**src/addr_data_mux_pkg.sv**
```systemverilog
// Constants, state codes and register map for the address and data mux
package addr_data_mux_pkg;
  localparam int HOST_AW = 18;
  localparam int MAD_W = 15;
  localparam int DATA_W = 16;
  localparam int WORD_W = 18;
  localparam int ROW_W = 5;
  localparam int ROW_LSB = 3;
  // Register byte offsets
  localparam logic [3:0] CTRL_OFFSET = 4'h0;
  localparam logic [3:0] STATUS_OFFSET = 4'h4;
  localparam logic [3:0] ADDR_OFFSET = 4'h8;
  localparam logic [3:0] RDATA_OFFSET = 4'hC;
  // Control fields
  localparam int CTRL_MOS_BIT = 0;
  localparam int CTRL_PCHK_BIT = 1;
  localparam logic [1:0] CTRL_RESET = 2'h1;
  // Status fields
  localparam int STAT_SRC_LSB = 0;
  localparam int STAT_PERR_LSB = 4;
  localparam int STAT_ROW_LSB = 8;
  localparam logic [ROW_W-1:0] ROW_RESET = 5'h00;
  localparam logic [MAD_W-1:0] MAD_RESET = 15'h0000;
  typedef enum logic [3:0] {
    st_idle = 4'h1,
    st_unibus = 4'h2,
    st_fast = 4'h4,
    st_refresh = 4'h8
  } src_state_t;
endpackage : addr_data_mux_pkg

```
**src/addr_data_mux.sv**
```systemverilog
// Memory address, write data and read data multiplexing path
//
// Added by the designer: register access over Avalon-MM and the address map.
`timescale 1ns/10ps
module addr_data_mux (
  input wire logic clock,
  input wire logic nrst,
  input wire logic [addr_data_mux_pkg::HOST_AW-1:0] unibus_addr_in,
  input wire logic [addr_data_mux_pkg::HOST_AW-1:0] fast_addr_in,
  input wire logic unibus_request,
  input wire logic fast_bus_request,
  input wire logic refresh_request,
  input wire logic req_latch_pulse,
  input wire logic access_done,
  input wire logic [addr_data_mux_pkg::DATA_W-1:0] unibus_data_in,
  input wire logic [addr_data_mux_pkg::DATA_W-1:0] fast_data_in,
  input wire logic write_data_latch,
  input wire logic byte_write,
  input wire logic byte_high,
  input wire logic [addr_data_mux_pkg::WORD_W-1:0] memory_sense_data,
  input wire logic read_data_capture,
  input wire logic memory_slave_sync,
  input wire logic unibus_cycle_code1,
  output logic [addr_data_mux_pkg::MAD_W-1:0] memory_address_latch,
  output logic bit12_select_unibus,
  output logic bit12_select_fast,
  output logic bit15_select_unibus,
  output logic bit15_select_fast,
  output logic unibus_addr_gate,
  output logic fast_addr_gate,
  output logic refresh_addr_gate,
  output logic [addr_data_mux_pkg::WORD_W-1:0] mem_write_data,
  output logic [1:0] parity_store,
  output logic [addr_data_mux_pkg::DATA_W-1:0] fast_read_data,
  output logic fast_data_oe_n,
  output logic [addr_data_mux_pkg::DATA_W-1:0] unibus_read_data,
  output logic unibus_data_oe_n,
  output logic [1:0] parity_error,
  input wire logic [3:0] avs_address,
  input wire logic avs_read,
  input wire logic avs_write,
  input wire logic [31:0] avs_writedata,
  output logic [31:0] avs_readdata,
  output logic avs_waitrequest
);
  import addr_data_mux_pkg::*;

  //////////////////////////////////////////////////////////////////////////
  // Latch pulse edges

  logic pulse_d_reg;
  logic lead_edge;
  logic trail_edge;
  logic [1:0] ctrl_reg;
  logic mos_mode;

  always_ff @(posedge clock or negedge nrst) begin
    if (!nrst) begin
      pulse_d_reg <= 1'b0;
    end else begin
      pulse_d_reg <= req_latch_pulse;
    end
  end

  assign lead_edge = req_latch_pulse & ~pulse_d_reg;
  assign trail_edge = ~req_latch_pulse & pulse_d_reg;
  assign mos_mode = ctrl_reg[CTRL_MOS_BIT];

  //////////////////////////////////////////////////////////////////////////
  // Source selection and lockout

  src_state_t src_reg;
  src_state_t src_next;

  always_comb begin
    src_next = src_reg;
    unique case (src_reg)
      st_idle: begin
        // In MOS mode refresh wins a tie so rows are never starved
        if (lead_edge) begin
          if (refresh_request && mos_mode) begin
            src_next = st_refresh;
          end else if (unibus_request) begin
            src_next = st_unibus;
          end else if (fast_bus_request) begin
            src_next = st_fast;
          end
        end
      end
      st_unibus, st_fast, st_refresh: begin
        // Further pulses are ignored until the access finishes
        if (access_done) begin
          src_next = st_idle;
        end
      end
      default: begin
        src_next = st_idle;
      end
    endcase
  end

  always_ff @(posedge clock or negedge nrst) begin
    if (!nrst) begin
      src_reg <= st_idle;
    end else begin
      src_reg <= src_next;
    end
  end

  // Selection is taken at the leading edge, so gates open one cycle later
  // and the source stays fixed through the capture cycle.
  assign unibus_addr_gate = (src_reg == st_unibus) & req_latch_pulse;
  assign fast_addr_gate = (src_reg == st_fast) & req_latch_pulse
    & ~unibus_request & ~refresh_request;
  assign refresh_addr_gate = (src_reg == st_refresh) & req_latch_pulse
    & refresh_request & mos_mode;

  //////////////////////////////////////////////////////////////////////////
  // Address mapping

  function automatic logic [MAD_W-1:0] map_host(
    input logic [HOST_AW-1:0] a
  );
    logic [MAD_W-1:0] m;
    m = '0;
    m[0] = a[0];
    m[11:1] = a[12:2];
    m[12] = a[1];
    m[14:13] = a[14:13];
    return m;
  endfunction : map_host

  logic [ROW_W-1:0] row_reg;
  logic [MAD_W-1:0] refresh_map;

  always_comb begin
    refresh_map = '0;
    refresh_map[ROW_LSB +: ROW_W] = row_reg;
  end

  always_ff @(posedge clock or negedge nrst) begin
    if (!nrst) begin
      memory_address_latch <= MAD_RESET;
    end else if (unibus_addr_gate) begin
      memory_address_latch <= map_host(unibus_addr_in);
    end else if (fast_addr_gate) begin
      memory_address_latch <= map_host(fast_addr_in);
    end else if (refresh_addr_gate) begin
      memory_address_latch <= refresh_map;
    end
  end

  // Bit 12 and bit 15 selects travel with the captured address
  always_ff @(posedge clock or negedge nrst) begin
    if (!nrst) begin
      bit12_select_unibus <= 1'b0;
      bit15_select_unibus <= 1'b0;
      bit12_select_fast <= 1'b0;
      bit15_select_fast <= 1'b0;
    end else begin
      if (unibus_addr_gate) begin
        bit12_select_unibus <= unibus_addr_in[1];
        bit15_select_unibus <= unibus_addr_in[15];
      end
      if (fast_addr_gate) begin
        bit12_select_fast <= fast_addr_in[1];
        bit15_select_fast <= fast_addr_in[15];
      end
    end
  end

  // Row counter steps after each refresh capture; frozen for bipolar
  always_ff @(posedge clock or negedge nrst) begin
    if (!nrst) begin
      row_reg <= ROW_RESET;
    end else if (trail_edge && src_reg == st_refresh && mos_mode) begin
      row_reg <= row_reg + 1'b1;
    end
  end

  //////////////////////////////////////////////////////////////////////////
  // Write data path

  logic [DATA_W-1:0] wd_mux;
  logic [1:0] wd_par;
  logic store_hi;
  logic store_lo;

  assign wd_mux = fast_bus_request ? fast_data_in : unibus_data_in;
  assign wd_par = {^wd_mux[15:8], ^wd_mux[7:0]};
  assign store_hi = ~byte_write | byte_high;
  assign store_lo = ~byte_write | ~byte_high;

  always_ff @(posedge clock or negedge nrst) begin
    if (!nrst) begin
      mem_write_data <= '0;
      parity_store <= 2'h0;
    end else if (!write_data_latch) begin
      mem_write_data[DATA_W-1:0] <= wd_mux;
      parity_store <= {store_hi, store_lo};
      if (store_hi) begin
        mem_write_data[17] <= wd_par[1];
      end
      if (store_lo) begin
        mem_write_data[16] <= wd_par[0];
      end
    end
  end

  //////////////////////////////////////////////////////////////////////////
  // Read data path

  logic cap_d_reg;
  logic [WORD_W-1:0] dout_n_reg;
  logic [DATA_W-1:0] dout_true;

  always_ff @(posedge clock or negedge nrst) begin
    if (!nrst) begin
      cap_d_reg <= 1'b0;
    end else begin
      cap_d_reg <= read_data_capture;
    end
  end

  // Stored inverted, as the latching stage did; restored on the way out
  always_ff @(posedge clock or negedge nrst) begin
    if (!nrst) begin
      dout_n_reg <= '1;
    end else if (read_data_capture && !cap_d_reg) begin
      dout_n_reg <= ~memory_sense_data;
    end
  end

  assign dout_true = ~dout_n_reg[DATA_W-1:0];
  assign fast_read_data = fast_bus_request ? dout_true : '0;
  assign fast_data_oe_n = ~fast_bus_request;

  // Unibus path skips the register; only the data lanes leave here
  assign unibus_read_data = memory_sense_data[DATA_W-1:0];
  assign unibus_data_oe_n = ~(memory_slave_sync & ~unibus_cycle_code1);

  // Even parity per byte: a set bit flags a bad byte
  always_ff @(posedge clock or negedge nrst) begin
    if (!nrst) begin
      parity_error <= 2'h0;
    end else if (ctrl_reg[CTRL_PCHK_BIT]) begin
      parity_error[1] <= ^{~dout_n_reg[17], dout_true[15:8]};
      parity_error[0] <= ^{~dout_n_reg[16], dout_true[7:0]};
    end else begin
      parity_error <= 2'h0;
    end
  end

  //////////////////////////////////////////////////////////////////////////
  // Register slave: one wait state on every access

  logic ack_reg;
  logic bus_req;
  logic [31:0] rd_next;

  assign bus_req = avs_read | avs_write;
  assign avs_waitrequest = bus_req & ~ack_reg;

  always_comb begin
    rd_next = 32'h0000_0000;
    unique case (avs_address)
      CTRL_OFFSET: rd_next[1:0] = ctrl_reg;
      STATUS_OFFSET: begin
        rd_next[STAT_SRC_LSB +: 4] = src_reg;
        rd_next[STAT_PERR_LSB +: 2] = parity_error;
        rd_next[STAT_ROW_LSB +: ROW_W] = row_reg;
      end
      ADDR_OFFSET: rd_next[MAD_W-1:0] = memory_address_latch;
      RDATA_OFFSET: rd_next[WORD_W-1:0] = ~dout_n_reg;
      default: rd_next = 32'h0000_0000;
    endcase
  end

  always_ff @(posedge clock or negedge nrst) begin
    if (!nrst) begin
      ack_reg <= 1'b0;
      avs_readdata <= 32'h0000_0000;
    end else begin
      ack_reg <= bus_req & ~ack_reg;
      if (avs_read && !ack_reg) begin
        avs_readdata <= rd_next;
      end
    end
  end

  always_ff @(posedge clock or negedge nrst) begin
    if (!nrst) begin
      ctrl_reg <= CTRL_RESET;
    end else if (avs_write && ack_reg && avs_address == CTRL_OFFSET) begin
      ctrl_reg <= avs_writedata[1:0];
    end
  end
endmodule : addr_data_mux

```
**config.mk**
```make
export PLATFORM = sky130hd
export DESIGN_NAME = addr_data_mux
export DESIGN_NICKNAME = d
export VERILOG_FILES = /design/src/addr_data_mux_pkg.sv /design/src/addr_data_mux.sv
export SDC_FILE = /design/constraint.sdc
export NUM_CORES = 1
export LEC_CHECK = 0
export ABC_AREA = 1
export ABC_CLOCK_PERIOD_IN_PS = 1600
export BUFFER_PORTS_ARGS = -buffer_cell sky130_fd_sc_hd__buf_4
export CAP_MARGIN = 20
export CORE_MARGIN = 3
export CORE_UTILIZATION = 40
export CTS_CLUSTER_SIZE = 24
export DETAILED_ROUTE_END_ITERATION = 10
export MAX_ROUTING_LAYER = met4
export PLACE_DENSITY = 0.74
export SYNTH_ARGS = -nofsm -noshare
export SYNTH_HDL_FRONTEND = slang
export SYNTH_SLANG_ARGS = --single-unit
```
**constraint.sdc**
```tcl
create_clock -name clock -period 1.6 [get_ports clock]
set_clock_uncertainty 0.1 [all_clocks]
set_input_delay 0.32 -clock clock [delete_from_list [all_inputs] [get_ports clock]]
set_output_delay 0.32 -clock clock [all_outputs]
set_load 0.02 [all_outputs]
```
==> results of run 1 <==
## routing by layer
metal / vias up / track usage (%)
li1: 2591 / -
met1: 2373 / 25.6
met2: 208 / 37.4
met3: 29 / 5.47
met4: 0 / 7.59
met5: - / -
## how the worst max path moves through the flow
| stage | startpoint | to | slack, ps | cells past startpoint |
|---|---|---|---|---|
| final | src_reg[1]$_DFFE_PN0P_ | refresh_addr_gate | -150 | 6 |
| after global routing | src_reg[1]$_DFFE_PN0P_ | refresh_addr_gate | -200 | 6 |
| after detailed placement | fast_bus_request | fast_read_data[5] | -80 | 5 |
| after floorplan | fast_bus_request | fast_read_data[10] | -40 | 6 |
| after global placement | fast_bus_request | fast_read_data[3] | -40 | 5 |
| after CTS | src_reg[1]$_DFFE_PN0P_ | refresh_addr_gate | -160 | 6 |
## area by class of cell
cell class | instances | area share (%)
Clock buffer | 13 | 3.37
Clock inverter | 3 | 0.320
Inverter | 69 | 3.62
Multi-Input combinational cell | 506 | 32.2
Sequential cell | 91 | 31.0
Tap cell | 168 | 2.83
Timing Repair Buffer | 245 | 26.6
## power by group through the flow
stage | clock [mW] | combinational, mW | sequential [mW]
finish | 1.99 | 3.13 | 3.23
global route | 2.12 | 3.41 | 3.29
CTS | 2.06 | 2.92 | 3.23
detailed placement | 0 | 2.81 | 3.25
global placement | 0 | 2.76 | 3.25
floorplan | 0 | 1.21 | 3.54
## through the flow
step           worst slack [ps]  util [%]  std cells
6_report                   -152      60.3       1095
3_5_place_dp              -75.7      55.4       1060
4_1_cts                    -162      58.9       1088
2_1_floorplan             -44.4         -        721
5_1_grt                    -198      60.3       1095
3_3_place_gp              -44.5      55.4       1060
## repair_timing
action | CTS | global route
resized for setup | 18 | 37
hold buffers | 2 | 0
setup endpoints to repair | 20 | 39
setup buffers | 11 | 7
pin swaps | 7 | 10
endpoints found under the hold margin | 72 | 0
## cells in the mapped netlist, drive strengths merged
cell / n
dfrtp: 71
dfstp: 20
o2111ai: 2
nand3: 26
nand3b: 1
conb: 1
mux2: 2
nand2b: 1
clkinv: 1
nand2: 304
nor2: 40
inv: 68
buf: 44
a21boi: 1
ha: 1
o21ai: 67
a21oi: 13
nor3: 3
o211ai: 4
o22ai: 3
or2: 5
xnor2: 8
xor2: 5
clkbuf: 11
o31ai: 3
nand4: 3
## cell families (layout without fill, tap and decap cells)
family | Yosys count | count (layout) | synth area share (%)
and+or+nand+nor | 383 | 383 | 30.5
buffers and inverters | 124 | 330 | 12.4
AOI/OAI and AO/OA | 93 | 93 | 9.67
DFF | 91 | 91 | 44.5
xor gates and xnor gates | 13 | 13 | 2.20
muxes | 2 | 2 | 0.435
adders and majority gates | 1 | 1 | 0.242
other | 1 | 14 | 0.0725
## worst max-delay path, cell delays in order (launching register included)
cell and delay, ps:
dfrtp_1 430, nor2_4 150, nand3_2 110, inv_2 100
nand2_4 50, inv_2 40, buf_6 100
==> run_results.csv, run 1 <==
group,metric,value,unit
worst_setup_path,end_kind,"output port",
layout,ff_latch_area,2300,sq um
worst_setup_path,required,1180,ps
route,routedWlPerCell,14.6,um
placed_design,place_congestion,0.904,
route,dr.pass1.iters,4,
status,violations,"setup timing",
layout,drive_above_1_share,35.2,%
logic_synthesis,yosysUniqueCellTypes,39,
sta,hold_ws,36.9,ps
sta,max_freq,0.571,GHz
layout,multi_input_area,2390,sq um
global_route,grt_max_degree,54,
worst_setup_path,reg2reg_to,"memory_address_latch[6]$_DFFE_PN0P_",
global_route,grt_first_pass_wirelength,24.3,mm
placed_design,dp_hpwl,12.1,mm
logic_synthesis,synth_cells,708,
route,wl_met2,7.95,mm
status,status,"complete, but fails checks",
min_path,holdCritPathClass,"in -> reg",
worst_setup_path,reg2reg_depth,9,
clocking,cts.sinks,91,
sta,setup_viol,5,
min_path,worstHoldStart,"req_latch_pulse",
sta,hold_viol,0,
clocking,cts_max_level,3,
pwr,switching_power,3.07,mW
worst_setup_path,critPathLaunchType,"flop",
pwr,p_sw_share,36.8,%
sta,period_share,109,%
floorplan,die_area,14300,sq um
logic_synthesis,ys_ff_latch,91,
clocking,cts.path.max_buffers,2,
logic_synthesis,synthTopCellsByArea,"dfrtp_1, nand2_1, dfstp_2",
pwr,p_int,5.27,mW
pwr,power,8.35,mW
min_path,min_path_cells,1,
logic_synthesis,synth_top_area_cell,"dfrtp_1",
pwr,leakage,4.02,nW
sta,setup_slack,-152,ps
worst_setup_path,cp.arrival,1330,ps
worst_setup_path,reg2reg_slack,-10,ps
floorplan,dieWidth,120,um
route,dr_wl_met3,1.41,mm
route,via_count,5201,
sta,finalCriticalPeriod,1750,ps
layout,fin_nets,1060,
route,postRouteAntennaNets,0,
route,drt-initial-drc-count,395,
worst_setup_path,regToRegStartpoint,"src_reg[0]$_DFFE_PN1P_",
route,wl_met1,6.27,mm
layout,syn2layout_area_growth,43.5,%
placed_design,port_buffers,199,
logic_synthesis,synth_warnings,0,
clocking,cts_buffers,9,
layout,diodes,0,
layout,final_area,7430,sq um
logic_synthesis,synth.top_cell.area_share,34.3,%
global_route,grtUsageTotal,22.0,%
pwr,powerDensity,1120,nW/um^2
sta,maxSlewViolCount,0,
floorplan,pin_count,248,
pwr,pwr-share-clk,23.9,%
route,maxUsedRoutingLayer,"met4",
layout,mostFrequentLayoutCells,"nand2_1, buf_4, dfrtp_1",
floorplan,start_util,42.0,%
logic_synthesis,yosysSeqAreaShare,44.5,%
floorplan,core-area,12300,sq um
worst_setup_path,critPathKind,"reg -> out",
route,drc,0,
layout,final_common_cell,"nand2_1",
worst_setup_path,cp_max_fo,3,
global_route,first_global_vias,4875,
min_path,hold_path_end,"pulse_d_reg$_DFF_PN0_",
floorplan,die_h,120,um
route,routed_wl,16.0,mm
clocking,clkTransAtPathRegs,60,ps
pwr,p_seq_share,38.7,%
layout,fillCellCount,1130,
global_route,antenna_found_initial,0,
floorplan,fp-row-count,40,
clocking,clk_latency,340,ps
clocking,cts-root-buf,"clkbuf_16",
sta,tns,-388,ps
logic_synthesis,avgSynthCellArea,7.31,sq um
clocking,cts_tree,"yes",
route,viasPerCell,4.75,
flow_run,drv_cap,0,
logic_synthesis,synth_area,5170,sq um
placed_design,post_dp_cell_area,6830,sq um
pwr,ir_worst_vdd,0.551,mV
global_route,grt-ovfl-total,0,
pwr,p_comb_share,37.5,%
sta,rsz0062_at_grt,"true",
Note: power is estimated with default switching activity, not from simulation.
==> inputs of run 2 (changes only) <==
Settings changed: CORE_MARGIN 3 to unset.
==> run_results.csv, run 2 (synthesis gave the netlist of run 1 again) <==
group,metric,value,unit
status,status,"complete, but fails checks",
status,violations,"setup timing",
placed_design,port_buffers,199,
clocking,cts_max_level,3,
route,routed_wl,15.5,mm
route,postRouteAntennaNets,0,
floorplan,core-area,12600,sq um
floorplan,fp-row-count,41,
global_route,first_global_vias,4757,
sta,max_freq,0.558,GHz
global_route,grt_max_degree,47,
layout,multi_input_area,2410,sq um
min_path,min_path_cells,1,
layout,mostFrequentLayoutCells,"nand2_1, buf_4, dfrtp_1",
min_path,worstHoldStart,"req_latch_pulse",
layout,drive_above_1_share,36.3,%
floorplan,dieWidth,116,um
sta,hold_viol,0,
layout,syn2layout_area_growth,44.3,%
route,dr.pass1.iters,8,
worst_setup_path,critPathKind,"reg -> reg",
worst_setup_path,reg2reg_depth,9,
sta,rsz0062_at_grt,"true",
layout,fillCellCount,1182,
worst_setup_path,reg2reg_slack,-190,ps
route,viasPerCell,4.73,
global_route,grtUsageTotal,23.5,%
pwr,ir_worst_vdd,0.478,mV
min_path,hold_path_end,"pulse_d_reg$_DFF_PN0_",
route,routedWlPerCell,14.0,um
sta,setup_slack,-194,ps
clocking,cts-root-buf,"clkbuf_16",
placed_design,dp_hpwl,11.2,mm
clocking,cts.path.max_buffers,2,
clocking,cts.sinks,91,
sta,tns,-2370,ps
clocking,cts_tree,"yes",
min_path,holdCritPathClass,"in -> reg",
global_route,grt-ovfl-total,0,
worst_setup_path,critPathLaunchType,"flop",
clocking,clkTransAtPathRegs,60,ps
floorplan,start_util,41.0,%
floorplan,die_area,13400,sq um
worst_setup_path,required,1720,ps
floorplan,die_h,116,um
global_route,grt_first_pass_wirelength,23.2,mm
pwr,power,8.47,mW
floorplan,pin_count,248,
worst_setup_path,regToRegStartpoint,"src_reg[0]$_DFFE_PN1P_",
layout,final_common_cell,"nand2_1",
layout,diodes,0,
global_route,antenna_found_initial,0,
placed_design,place_ws,1.99,ps
layout,fin_nets,1066,
worst_setup_path,cp_max_fo,6,
flow_run,drv_cap,0,
sta,period_share,112,%
route,via_count,5231,
clocking,clk_latency,340,ps
layout,ff_latch_area,2300,sq um
worst_setup_path,end_kind,"flop",
sta,setup_viol,25,
worst_setup_path,reg2reg_to,"src_reg[2]$_DFFE_PN0P_",
worst_setup_path,cp.arrival,1910,ps
route,drt-initial-drc-count,381,
pwr,powerDensity,1130,nW/um^2
placed_design,place_congestion,0.923,
clocking,cts_buffers,9,
route,drc,0,
sta,finalCriticalPeriod,1790,ps
pwr,leakage,4.03,nW
sta,maxSlewViolCount,0,
## run 2: changes by cell type in the layout (fill, tap and decap cells not counted), moves of 2 or more
| cell | previous run | this run |
|---|---|---|
| nand3_2 | 3 | 6 |
| nand2_1 | 293 | 287 |
| inv_6 | 2 | 0 |
| buf_6 | 13 | 10 |
| o21ai_1 | 9 | 7 |
| nand2_2 | 9 | 16 |
| nand3_1 | 21 | 18 |
| o21ai_0 | 57 | 59 |
| buf_4 | 223 | 232 |
## run 2: cell type report
class / instances / share of cell area (%)
repair buffers: 250 / 26.7
multi-input cells: 506 / 32.3
inverters: 69 / 3.60
well taps: 172 / 2.88
flip-flops and latches: 91 / 30.8
clock buffers: 14 / 3.40
clock inverters: 2 / 0.201
repair inverters: 1 / 0.0838
## run 2: power by group
part	total (mW)	internal, mW	leakage, nW	switching [mW]
sequential	3.29	2.80	1.11	0.491
combinational	3.21	1.42	2.79	1.79
clock	1.96	1.10	0.123	0.866
## run 2: worst max path at each step
stage	from	endpoint	slack [ps]	cells past startpoint
after floorplan	fast_bus_request	fast_read_data[10]	-40	6
after global placement	src_reg[3]$_DFFE_PN0P_	src_reg[2]$_DFFE_PN0P_	2	8
after detailed placement	src_reg[3]$_DFFE_PN0P_	src_reg[2]$_DFFE_PN0P_	2	8
after CTS	src_reg[1]$_DFFE_PN0P_	refresh_addr_gate	-140	6
after global routing	src_reg[0]$_DFFE_PN1P_	src_reg[2]$_DFFE_PN0P_	-250	9
final	src_reg[0]$_DFFE_PN1P_	src_reg[2]$_DFFE_PN0P_	-190	9
## run 2: repair_timing
item / in CTS / in global routing
endpoints found under the setup margin: 4 / 32
endpoints found under the hold margin: 40 / 0
cloned: 0 / 1
resized for setup: 12 / 42
pin swaps: 5 / 13
hold buffers: 2 / 0
setup buffers: 11 / 15
## run 2: routing by layer
metal,GRT usage [%],vias up,routed length (um)
met5,-,-,0
met4,9.83,0,405
met3,4.39,27,971
met2,39.3,214,7780
met1,27.7,2388,6340
li1,-,2602,-
## run 2: critical path: stages, from the launching register on
cell and delay (ps):
dfstp_2 600, buf_4 140, buf_6 90, nand2_2 70, nor2_4 140, nand2_2 90, nor2_4 150, a21oi_4 100
nand2_1 100, o21ai_1 80
## run 2: stage by stage
stage	area (sq um)	instances	hold slack (ps)	utilization (%)
floorplan	5230	721	-75.6	-
detailed placement	6810	1061	85.4	53.9
global placement	6810	1061	84.9	53.9
CTS	7210	1090	12.0	57.2
global route	7470	1105	25.3	59.2
finish	7470	1105	33.5	59.2
==> inputs of run 3 (changes only) <==
Settings changed: BUFFER_PORTS_ARGS -buffer_cell sky130_fd_sc_hd__buf_4 to unset, DONT_BUFFER_PORTS set to 1, PLACE_DENSITY 0.74 to 0.57.
==> run_results.csv, run 3 (synthesis gave the netlist of run 1 again) <==
group,metric,value,unit
floorplan,fp-row-count,41,
floorplan,start_util,41.0,%
worst_setup_path,cp.arrival,1280,ps
sta,setup_viol,14,
route,routedWlPerCell,15.1,um
sta,max_slew_margin,47.2,%
floorplan,die_area,13400,sq um
pwr,p_int,4.82,mW
pwr,switching_power,2.74,mW
global_route,grt_max_degree,92,
global_route,grt_first_pass_wirelength,21.7,mm
layout,multi_input_area,2340,sq um
placed_design,port_buffers,0,
pwr,pwr-share-clk,28.6,%
placed_design,place_congestion,0.912,
layout,diodes,0,
global_route,grt-ovfl-total,0,
layout,fillCellCount,1263,
pwr,powerDensity,1220,nW/um^2
global_route,antenna_found_initial,0,
pwr,p_comb_share,22.4,%
global_route,grtUsageTotal,22.1,%
floorplan,dieWidth,116,um
worst_setup_path,end_kind,"output port",
layout,ff_latch_area,2300,sq um
route,routed_wl,14.2,mm
pwr,leakage,3.20,nW
route,postRouteAntennaNets,0,
layout,drive_above_1_share,18.0,%
status,status,"complete, but fails checks",
status,violations,"hold timing, setup timing",
worst_setup_path,critPathLaunchType,"flop",
floorplan,core-area,12600,sq um
worst_setup_path,critPathKind,"reg -> out",
placed_design,dp_hpwl,10.3,mm
clocking,clkTransAtPathRegs,70,ps
sta,worst_pin_slew,792,ps
sta,max_freq,0.587,GHz
pwr,ir_worst_vdd,0.528,mV
sta,hold_viol,91,
floorplan,die_h,116,um
route,drt-initial-drc-count,258,
pwr,p_seq_share,49.1,%
global_route,first_global_vias,4188,
route,dr.pass1.iters,6,
route,viasPerCell,4.84,
route,via_count,4538,
worst_setup_path,cp_max_fo,4,
layout,fin_nets,899,
sta,hold_ws,-424,ps
sta,maxSlewViolCount,0,
floorplan,pin_count,248,
clocking,cts_tree,"yes",
layout,syn2layout_area_growth,19.8,%
clocking,clk_latency,340,ps
clocking,cts_buffers,9,
clocking,cts.sinks,91,
route,drc,0,
flow_run,drv_cap,0,
clocking,cts-root-buf,"clkbuf_16",
pwr,power,7.56,mW
sta,period_share,107,%
clocking,cts_max_level,3,
layout,final_common_cell,"nand2_1",
pwr,p_sw_share,36.2,%
layout,mostFrequentLayoutCells,"nand2_1, dfrtp_1, inv_1",
clocking,cts.path.max_buffers,2,
sta,finalCriticalPeriod,1700,ps
sta,setup_slack,-105,ps
sta,rsz0062_at_grt,"true",
worst_setup_path,required,1180,ps
min_path,holdCritPathClass,"in -> async",
-- run 3: final cells by class --
| cell class | count | share of cell area [%] |
|---|---|---|
| repair buffers | 83 | 11.9 |
| multi-input cells | 506 | 37.8 |
| well taps | 172 | 3.47 |
| clock inverters | 2 | 0.262 |
| flip-flops and latches | 91 | 37.2 |
| clock buffers | 14 | 4.76 |
| repair inverters | 1 | 0.141 |
| inverters | 69 | 4.50 |
-- run 3: per-stage QoR --
| step | setup WS [ps] | TNS [ps] | utilization [%] | cell area [sq um] | instances |
|---|---|---|---|---|---|
| after floorplan | -44.4 | -400 | - | 5230 | 721 |
| after global placement | -2.78 | -2.78 | 42.5 | 5360 | 875 |
| after detailed placement | -32.5 | -32.5 | 42.5 | 5360 | 875 |
| after CTS | -85.2 | -243 | 47.9 | 6050 | 927 |
| after global routing | -142 | -1530 | 49.1 | 6200 | 938 |
| final | -105 | -408 | 49.1 | 6200 | 938 |
-- run 3: final timing paths --
path | endpoint | slack (ps) | depth (start not counted) | start
min in group clock | mem_write_data[4]$_DFFE_PN0N_ | 10 | 2 | write_data_latch
max in group asynchronous | dout_n_reg[10]$_DFFE_PN1P_ | 1600 | 0 | nrst
hold / removal | avs_readdata[0]$_DFFE_PN0P_ | -420 | 0 | nrst
setup reg to reg | memory_address_latch[4]$_DFFE_PN0P_ | -20 | 9 | src_reg[0]$_DFFE_PN1P_
hold reg to reg | dout_n_reg[2]$_DFFE_PN1P_ | 410 | 2 | dout_n_reg[2]$_DFFE_PN1P_
setup / recovery | fast_addr_gate | -100 | 4 | src_reg[0]$_DFFE_PN1P_
-- run 3: critical path, stage by stage, from the launching register on --
cell and delay, ps:
dfstp_2 590, nor2_4 70, nand3_2 100, inv_4 50, buf_6 130
-- run 3: repair_timing --
item,4_1_cts,5_1_grt
hold endpoints to repair,131,92
gates cloned,0,2
pin swaps,5,11
buffers inserted,12,9
hold buffers,24,1
gates resized for setup,18,23
endpoints found under the setup margin,6,36
-- run 3: routing by layer --
metal	GRT usage [%]	vias to the layer above	routed length [um]
met4	7.86	0	297
met3	7.48	23	1370
met1	25.1	2080	5630
met2	36.1	169	6890
li1	-	2266	-
met5	-	-	0
-- run 3: power by group through the flow --
| stage | Clock (mW) | Sequential, mW | Combinational, mW |
|---|---|---|---|
| final | 2.16 | 3.71 | 1.69 |
| after global routing | 2.32 | 3.77 | 1.91 |
| after CTS | 2.22 | 3.73 | 1.58 |
| after detailed placement | 0 | 3.76 | 1.40 |
| after global placement | 0 | 3.76 | 1.35 |
| after floorplan | 0 | 3.54 | 1.21 |
